==> src/include/uffc_defs.svh <==
// Purpose: Offsets, field positions, reset values, drive strength codes
// Assumes: 8-bit registers on the switch management port
// Notes:   Included by its bare name
`ifndef UFFC_DEFS_SVH
`define UFFC_DEFS_SVH

// -----------------------------------------------------------
// Register offsets
// -----------------------------------------------------------
`define UFFC_OFS_UCAST      8'h83
`define UFFC_OFS_DRV_MCAST  8'h84
`define UFFC_OFS_VLAN       8'h85
`define UFFC_OFS_SELF_IPMC  8'h86

// -----------------------------------------------------------
// Field positions
// -----------------------------------------------------------
`define UFFC_MAP_MSB        4
`define UFFC_EN_BIT         5
`define UFFC_SELF_BIT       6
`define UFFC_DRV_MSB        7
`define UFFC_DRV_LSB        6
`define UFFC_UCAST_B7       7

// -----------------------------------------------------------
// Reset values
// -----------------------------------------------------------
`define UFFC_RST_MAP        5'h00
`define UFFC_RST_EN         1'h0
`define UFFC_RST_DRV        2'h1
`define UFFC_RST_STRAP      1'h1
`define UFFC_UCAST_B7_VAL   1'h1
`define UFFC_RD_NONE        8'h00

// -----------------------------------------------------------
// Drive strength codes
// -----------------------------------------------------------
`define UFFC_DRV_4MA        2'h0
`define UFFC_DRV_8MA        2'h1
`define UFFC_DRV_12MA       2'h2
`define UFFC_DRV_16MA       2'h3

`endif

==> src/include/uffc_pkg.sv <==
// Purpose: Types of the unknown-frame forwarding control
// Assumes: Constants live in uffc_defs.svh
// Notes:   Nothing here is imported; use uffc_pkg::name
package uffc_pkg;

  // ---------------------------------------------------------
  // Lookup-miss classes
  // ---------------------------------------------------------
  typedef enum logic [1:0] {
    UFFC_CLS_UCAST = 2'h0,
    UFFC_CLS_MCAST = 2'h1,
    UFFC_CLS_IPMC  = 2'h2,
    UFFC_CLS_VLAN  = 2'h3
  } uffc_class_type;

  // ---------------------------------------------------------
  // Strap capture sequence, Gray coded
  // ---------------------------------------------------------
  typedef enum logic [1:0] {
    UFFC_ST_WAIT1 = 2'h0,
    UFFC_ST_WAIT2 = 2'h1,
    UFFC_ST_WAIT3 = 2'h3,
    UFFC_ST_RUN   = 2'h2
  } uffc_strap_state_type;

  typedef struct packed {
    logic [4:0]           ucast_map;
    logic                 ucast_en;
    logic [4:0]           mcast_map;
    logic                 mcast_en;
    logic [4:0]           vlan_map;
    logic                 vlan_en;
    logic [4:0]           ipmc_map;
    logic                 ipmc_en;
    logic                 self_en;
    logic [1:0]           drive;
    logic [2:0]           strap_sync;
    uffc_strap_state_type strap_state;
    logic [7:0]           rdata;
    logic                 rvalid;
    logic [4:0]           fwd_map;
    logic                 fwd_override;
    logic                 fwd_valid;
    logic                 egress_drop;
    logic                 egress_valid;
  } uffc_state_type;

endpackage

==> src/hw/uffc_unknown_frame_forward_ctrl.sv <==
// Purpose: Global forwarding policy for lookup-miss frames,
//          self-address egress filter, drive strength select
// Assumes: One 50 MHz core clock, synchronous active-high reset
// Notes:   Lookup engines and self MAC storage sit outside
//          Strap loads three edges after reset release for a high pin
//          and four for a low one, as the third stage starts at 1
//          Software should leave the drive field alone until then
//          Fixed bits of each byte are not stored; writes to them vanish
//
// Behaviour
// - With unknown-unicast enable set, unicast lookup misses follow the unknown-unicast port map.
// - The unicast port map has one bit per port from port 1 up, zero filters and all ones floods.
// - With unknown-multicast enable set, non-IP multicast misses follow the unknown-multicast map.
// - The multicast port map has one bit per port, zero filters and all ones floods all five ports.
// - With unknown-VID enable set, frames with a VLAN ID missing from the table follow the VID map.
// - The VID port map has one bit per port, zero drops and all ones sends to every port.
// - With unknown-IP-multicast enable set, IP multicast misses follow the IP multicast map.
// - The IP multicast port map has one bit per port, zero filters and all ones floods.
// - With self-address filter enable set, frames carrying the switch's own MAC are discarded.
// - Self-address filtering is done at egress against the switch MAC from the address registers.
// - Drive code 00 is 4 mA, 01 is 8 mA, 10 is 12 mA, 11 is 16 mA, and it goes to the I/O drivers.
// - After reset the drive code loads from the pulled-up strap, upper bit inverted, lower bit as is.

`include "uffc_defs.svh"

module uffc_unknown_frame_forward_ctrl
(
  input  wire logic                 clk_in,
  input  wire logic                 rst_in,
  // Management register port
  input  wire logic [7:0]           reg_addr_in,
  input  wire logic                 reg_wr_in,
  input  wire logic [7:0]           reg_wdata_in,
  input  wire logic                 reg_rd_in,
  output logic      [7:0]           reg_rdata_out,
  output logic                      reg_rvalid_out,
  // Lookup-miss forwarding decision
  input  wire logic                 miss_valid_in,
  input  wire uffc_pkg::uffc_class_type miss_class_in,
  input  wire logic [4:0]           miss_default_map_in,
  output logic                      fwd_valid_out,
  output logic      [4:0]           fwd_map_out,
  output logic                      fwd_override_out,
  // Egress self-address check
  input  wire logic                 egress_valid_in,
  input  wire logic [47:0]          egress_mac_in,
  input  wire logic [47:0]          self_mac_in,
  output logic                      egress_valid_out,
  output logic                      egress_drop_out,
  // Pad drive strength
  input  wire logic                 drive_strength_strap_pin_in,
  output logic      [1:0]           drive_strength_out
);

  // ---------------------------------------------------------
  // Helpers
  // ---------------------------------------------------------
  // Disabled class falls back to the lookup default
  function automatic logic [4:0] pick_map
  (
    input logic       en,
    input logic [4:0] map,
    input logic [4:0] dflt
  );
    pick_map = en ? map : dflt;
  endfunction

  // One place decides which offset a write strobe hits
  function automatic logic ofs_hit
  (
    input logic [7:0] addr,
    input logic [7:0] ofs
  );
    ofs_hit = (addr == ofs);
  endfunction

  // Pull-up alone gives 8 mA, a pull-down 12 mA
  function automatic logic [1:0] strap_code
  (
    input logic level
  );
    strap_code = {~level, level};
  endfunction

  function automatic logic [7:0] ctrl_byte
  (
    input logic [1:0] top,
    input logic       en,
    input logic [4:0] map
  );
    ctrl_byte = {top, en, map};
  endfunction

  // ---------------------------------------------------------
  // State
  // ---------------------------------------------------------
  uffc_pkg::uffc_state_type state;
  uffc_pkg::uffc_state_type next_state;

  logic wr_ucast;
  logic wr_drv_mcast;
  logic wr_vlan;
  logic wr_self_ipmc;
  logic strap_agree;
  logic self_hit;

  // Strobes come from same-clock logic, so no synchroniser
  assign wr_ucast     = reg_wr_in && ofs_hit(reg_addr_in, `UFFC_OFS_UCAST);
  assign wr_drv_mcast = reg_wr_in && ofs_hit(reg_addr_in, `UFFC_OFS_DRV_MCAST);
  assign wr_vlan      = reg_wr_in && ofs_hit(reg_addr_in, `UFFC_OFS_VLAN);
  assign wr_self_ipmc = reg_wr_in && ofs_hit(reg_addr_in, `UFFC_OFS_SELF_IPMC);
  // Second and third stages only; first stage feeds nothing else
  // Two samples must agree so a slow strap edge is not taken half way
  assign strap_agree  = (state.strap_sync[1] == state.strap_sync[2]);
  assign self_hit     = (egress_mac_in == self_mac_in);

  // ---------------------------------------------------------
  // Next state
  // ---------------------------------------------------------
  always_comb
  begin
    next_state = state;

    // -------------------------------------------------------
    // Register writes
    // -------------------------------------------------------
    if (wr_ucast)
    begin
      next_state.ucast_en  = reg_wdata_in[`UFFC_EN_BIT];
      next_state.ucast_map = reg_wdata_in[`UFFC_MAP_MSB:0];
    end
    if (wr_drv_mcast)
    begin
      next_state.drive     = reg_wdata_in[`UFFC_DRV_MSB:`UFFC_DRV_LSB];
      next_state.mcast_en  = reg_wdata_in[`UFFC_EN_BIT];
      next_state.mcast_map = reg_wdata_in[`UFFC_MAP_MSB:0];
    end
    if (wr_vlan)
    begin
      next_state.vlan_en   = reg_wdata_in[`UFFC_EN_BIT];
      next_state.vlan_map  = reg_wdata_in[`UFFC_MAP_MSB:0];
    end
    if (wr_self_ipmc)
    begin
      next_state.self_en   = reg_wdata_in[`UFFC_SELF_BIT];
      next_state.ipmc_en   = reg_wdata_in[`UFFC_EN_BIT];
      next_state.ipmc_map  = reg_wdata_in[`UFFC_MAP_MSB:0];
    end

    // -------------------------------------------------------
    // Register reads, one cycle latency
    // -------------------------------------------------------
    // Read and write of one offset together return the old byte
    next_state.rvalid = reg_rd_in;
    if (reg_rd_in)
    begin
      case (reg_addr_in)
        `UFFC_OFS_UCAST:
          next_state.rdata = ctrl_byte({`UFFC_UCAST_B7_VAL, 1'b0},
                                       state.ucast_en, state.ucast_map);
        `UFFC_OFS_DRV_MCAST:
          next_state.rdata = ctrl_byte(state.drive, state.mcast_en,
                                       state.mcast_map);
        `UFFC_OFS_VLAN:
          next_state.rdata = ctrl_byte(2'h0, state.vlan_en,
                                       state.vlan_map);
        `UFFC_OFS_SELF_IPMC:
          next_state.rdata = ctrl_byte({1'b0, state.self_en},
                                       state.ipmc_en, state.ipmc_map);
        default:
          next_state.rdata = `UFFC_RD_NONE;
      endcase
    end

    // -------------------------------------------------------
    // Strap synchroniser, runs from reset release
    // -------------------------------------------------------
    next_state.strap_sync = {state.strap_sync[1:0],
                             drive_strength_strap_pin_in};

    // -------------------------------------------------------
    // Strap capture once stages two and three agree
    // -------------------------------------------------------
    case (state.strap_state)
      uffc_pkg::UFFC_ST_WAIT1:
        next_state.strap_state = uffc_pkg::UFFC_ST_WAIT2;
      uffc_pkg::UFFC_ST_WAIT2:
        next_state.strap_state = uffc_pkg::UFFC_ST_WAIT3;
      uffc_pkg::UFFC_ST_WAIT3:
      begin
        // A software write in this cycle would be overwritten,
        // so the strap is taken only when it is stable
        if (strap_agree)
        begin
          next_state.drive = strap_code(state.strap_sync[2]);
          next_state.strap_state = uffc_pkg::UFFC_ST_RUN;
        end
      end
      uffc_pkg::UFFC_ST_RUN:
        next_state.strap_state = uffc_pkg::UFFC_ST_RUN;
      default:
        next_state.strap_state = uffc_pkg::UFFC_ST_WAIT1;
    endcase

    // -------------------------------------------------------
    // Lookup-miss forwarding decision
    // -------------------------------------------------------
    // Map and override hold between requests; only valid pulses
    next_state.fwd_valid    = miss_valid_in;
    next_state.fwd_map      = state.fwd_map;
    next_state.fwd_override = state.fwd_override;
    if (miss_valid_in)
    begin
      case (miss_class_in)
        uffc_pkg::UFFC_CLS_UCAST:
        begin
          next_state.fwd_map = pick_map(state.ucast_en, state.ucast_map,
                                        miss_default_map_in);
          next_state.fwd_override = state.ucast_en;
        end
        uffc_pkg::UFFC_CLS_MCAST:
        begin
          next_state.fwd_map = pick_map(state.mcast_en, state.mcast_map,
                                        miss_default_map_in);
          next_state.fwd_override = state.mcast_en;
        end
        uffc_pkg::UFFC_CLS_IPMC:
        begin
          next_state.fwd_map = pick_map(state.ipmc_en, state.ipmc_map,
                                        miss_default_map_in);
          next_state.fwd_override = state.ipmc_en;
        end
        uffc_pkg::UFFC_CLS_VLAN:
        begin
          next_state.fwd_map = pick_map(state.vlan_en, state.vlan_map,
                                        miss_default_map_in);
          next_state.fwd_override = state.vlan_en;
        end
        default:
        begin
          next_state.fwd_map      = miss_default_map_in;
          next_state.fwd_override = 1'b0;
        end
      endcase
    end

    // -------------------------------------------------------
    // Egress self-address filter
    // -------------------------------------------------------
    // Self MAC may change between frames, so compare at request
    next_state.egress_valid = egress_valid_in;
    if (egress_valid_in)
    begin
      next_state.egress_drop = state.self_en && self_hit;
    end
  end

  // ---------------------------------------------------------
  // Registers
  // ---------------------------------------------------------
  // Reset names every field so no unknown reaches the maps
  always_ff @(posedge clk_in)
  begin
    if (rst_in)
    begin
      state.ucast_map    <= `UFFC_RST_MAP;
      state.ucast_en     <= `UFFC_RST_EN;
      state.mcast_map    <= `UFFC_RST_MAP;
      state.mcast_en     <= `UFFC_RST_EN;
      state.vlan_map     <= `UFFC_RST_MAP;
      state.vlan_en      <= `UFFC_RST_EN;
      state.ipmc_map     <= `UFFC_RST_MAP;
      state.ipmc_en      <= `UFFC_RST_EN;
      state.self_en      <= `UFFC_RST_EN;
      state.drive        <= `UFFC_RST_DRV;
      state.strap_sync   <= {3{`UFFC_RST_STRAP}};
      state.strap_state  <= uffc_pkg::UFFC_ST_WAIT1;
      state.rdata        <= `UFFC_RD_NONE;
      state.rvalid       <= 1'b0;
      state.fwd_map      <= `UFFC_RST_MAP;
      state.fwd_override <= 1'b0;
      state.fwd_valid    <= 1'b0;
      state.egress_drop  <= 1'b0;
      state.egress_valid <= 1'b0;
    end
    else
    begin
      state <= next_state;
    end
  end

  // ---------------------------------------------------------
  // Outputs
  // ---------------------------------------------------------
  // Every output comes straight from a flop
  assign reg_rdata_out      = state.rdata;
  assign reg_rvalid_out     = state.rvalid;
  assign fwd_valid_out      = state.fwd_valid;
  assign fwd_map_out        = state.fwd_map;
  assign fwd_override_out   = state.fwd_override;
  assign egress_valid_out   = state.egress_valid;
  assign egress_drop_out    = state.egress_drop;
  assign drive_strength_out = state.drive;

endmodule // uffc_unknown_frame_forward_ctrl

==> config.mk <==
export PLATFORM = sky130hd
export DESIGN_NAME = uffc_unknown_frame_forward_ctrl
export DESIGN_NICKNAME = d
export VERILOG_FILES = /design/src/include/uffc_pkg.sv /design/src/hw/uffc_unknown_frame_forward_ctrl.sv
export VERILOG_INCLUDE_DIRS = /design/src /design/src/include
export SDC_FILE = /design/constraint.sdc
export NUM_CORES = 1
export LEC_CHECK = 0
export BUFFER_PORTS_ARGS = -buffer_cell sky130_fd_sc_hd__buf_2
export CAP_MARGIN = 10
export CORE_ASPECT_RATIO = 0.6
export CORE_MARGIN = 2
export CORE_UTILIZATION = 45
export CTS_BUF_LIST = sky130_fd_sc_hd__clkbuf_4 sky130_fd_sc_hd__clkbuf_8
export DETAILED_ROUTE_END_ITERATION = 8
export PLACE_DENSITY = 0.78
export SLEW_MARGIN = 0
export SYNTH_ARGS = -nofsm -noshare
export SYNTH_HDL_FRONTEND = slang
export SYNTH_SLANG_ARGS = --single-unit
==> constraint.sdc <==
create_clock -name clk_in -period 2.1 [get_ports clk_in]
set_clock_uncertainty 0.15 [all_clocks]
set_input_delay 0.315 -clock clk_in [delete_from_list [all_inputs] [get_ports clk_in]]
set_output_delay 0.315 -clock clk_in [all_outputs]
set_load 0.05 [all_outputs]
==> impl_metrics.ini <==
[finish]
syn_to_final_growth_pct = 25.8
fin_nets = 580
finish.utilization = 0.580
nFillCells = 607
drive_gt1_frac = 0.385
diodes = 0

[clock_network]
worstSkewPairLatency_ns = 0.31
cts.path.max_buffers = 2
cts_tree = built
cts_resized = 0
cts_setup_buffers = 0
clock-root-buffer = clkbuf_8
ctsHoldBuffers = 0
cts_buffers = 5
clock_sinks = 50
cts.reportedPaths.clkPinSlew_ns = 0.09
h-tree-depth = 2

[route]
viasPerCell = 5.20
drc = 0
first_iter_violations = 176
routed_wl_um = 8710
vias = 2820
firstDrtPassIters = 4
detail-route-antenna-nets = 0
wire_per_inst_um = 16.1

[critical_path]
reg2reg_slack_ns = 0.39
worst_setup_path_end_kind = register
cp.required_ns = 2.18
path_class = reg2reg
cp.arrival_ns = 1.79
critPathMaxFanout = 8
startpoint_type = register

[synthesis]
synth-async-reset-ratio = 0
yosysSeqAreaShare = 0.328
avgSynthCellArea_um2 = 9.33
syn_nets = 453
synth_cell_types = 42
synth.top_cells.by_area = dfxtp_1 (33%), mux2i_1 (15%), xnor2_1 (13%)
yosysTopAreaCell = dfxtp_1
synth_top_area_frac = 0.328
synthCells = 327
synth_area_mm2 = 0.00305
synth_edf_count = 0
synthTopCellsByCount = dfxtp_1 (50), mux2i_1 (46), xnor2_1 (45), nor2_1 (30), nand2_1 (27)
synth_seq_cells = 50
synth.most_common_cell = dfxtp_1
yosys_warnings = 0
synth_ff_type = dfxtp_1

[status]
outcome = finished clean

[pwr]
irDropWorstVdd_v = 0.000291
leakage_nw = 1.70
p_per_area_mw_per_mm2 = 546

[die]
rows = 23
coreArea_mm2 = 0.00662
io_pins = 146
die-width_um = 110
start_util = 0.461
fp.dieH_um = 67.8
die-area_mm2 = 0.00748

[global_routing]
grt_max_degree = 30
grt_pass1_wl_um = 13800
grt_pass1_vias = 2774
grt_overflow_total = 0
antenna_found_initial = 0
grt_use_total = 0.246

[place]
dp_hpwl_um = 7010
globalplace.congestion = 0.881
portBuffers = 145
pre_cts_slack_ns = 0.269

[sta]
finalHoldViolations = 0
tightest_slew_ns = 0.529
min_period_ns = 1.71
finalSetupTns_ns = 0
maxSlewViolCount = 0
setup_violations = 0
fmax_mhz = 585
setup_ws_ns = 0.390
rsz0062_at_grt = no
slew_headroom = 0.644
period_share = 0.814

[run]
max-cap-violations = 0

[worst_hold_path]
min_path_type = in2reg
-- critical path: stages (launching register included) --
cell      delay, ns
dfxtp_1        0.62
mux2i_1        0.13
mux4_2         0.49
a211oi_1       0.24
-- registers in the layout, summed over array words and instances (netlist names) --
register            cells
state                  28
reg_rdata_out           8
fwd_map_out             5
drive_strength_out      2
next_state              2
egress_drop_out         1
egress_valid_out        1
fwd_override_out        1
fwd_valid_out           1
reg_rvalid_out          1
-- final timing paths --
kind,start,endpoint,depth (start not counted)
max reg2reg,state[38]$_SDFFE_PP0N_,fwd_map_out[0]$_SDFFE_PP0P_,3
min reg2reg,next_state[21]$_SDFF_PP1_,next_state[22]$_SDFF_PP1_,1
min,drive_strength_strap_pin_in,next_state[21]$_SDFF_PP1_,2
max,state[38]$_SDFFE_PP0N_,fwd_map_out[0]$_SDFFE_PP0P_,3
-- per-stage QoR --
stage	instance area [µm²]	std cells	power (mW)	hold WS [ns]
floorplan	3050	327	1.22	0.239
global placement	3720	534	1.39	0.252
detailed placement	3720	534	1.40	0.256
CTS	3840	542	2.11	0.0314
global route	3840	542	2.18	0.0361
finish	3840	542	2.10	0.0355
-- power breakdown --
part | internal, mW | total [mW] | switching [mW]
clock network | 0.383 | 0.713 | 0.331
logic | 0.203 | 0.410 | 0.207
registers | 0.964 | 0.974 | 0.00962
-- final cells by class --
class                      count  area, µm²  area share
clock buffer                   7       83.8      0.0218
multi-input combinational    244       1840       0.480
tap                           87        109      0.0284
clock inverter                 1       30.0     0.00782
inverter                       4       15.0     0.00391
sequential                    50       1000       0.261
timing repair buffer         149        756       0.197
-- layout by cell type (no fill, tap or decap), types with 2 or more instances in the layout --
| master | count |
|---|---|
| or2_2 | 3 |
| buf_2 | 145 |
| a21oi_1 | 11 |
| a22oi_1 | 6 |
| nand3_2 | 2 |
| nor4_1 | 3 |
| clkbuf_4 | 2 |
| clkbuf_8 | 5 |
| nand4_1 | 13 |
| mux2i_1 | 46 |
| nand3_1 | 3 |
| a211oi_1 | 5 |
| nand2_1 | 27 |
| buf_4 | 4 |
| inv_1 | 4 |
| xnor2_1 | 45 |
| mux4_2 | 6 |
| dfxtp_1 | 50 |
| nor2b_1 | 5 |
| o22a_1 | 6 |
| nor2_1 | 30 |
| o21ai_0 | 7 |
| and3_1 | 2 |
| nand2b_1 | 5 |
-- kinds of logic (layout without fill, tap and decap cells) --
group | after synthesis | in the layout | synth area share
buffers and inverters | 33 | 161 | 0.0676
multiplexers | 54 | 54 | 0.204
AO/OA/AOI/OAI | 41 | 41 | 0.0886
XOR/XNOR | 46 | 46 | 0.132
AND/OR/NAND/NOR | 103 | 103 | 0.180
flip-flops | 50 | 50 | 0.328
-- metal layers --
metal	routed length (µm)	global-route usage	part of all wire
met4	114	0.0750	0.013
met5	0	0	0
met3	677	0.0521	0.078
met2	3800	0.377	0.44
met1	4120	0.349	0.47
No activity file was read; power rests on OpenSTA's default activity.
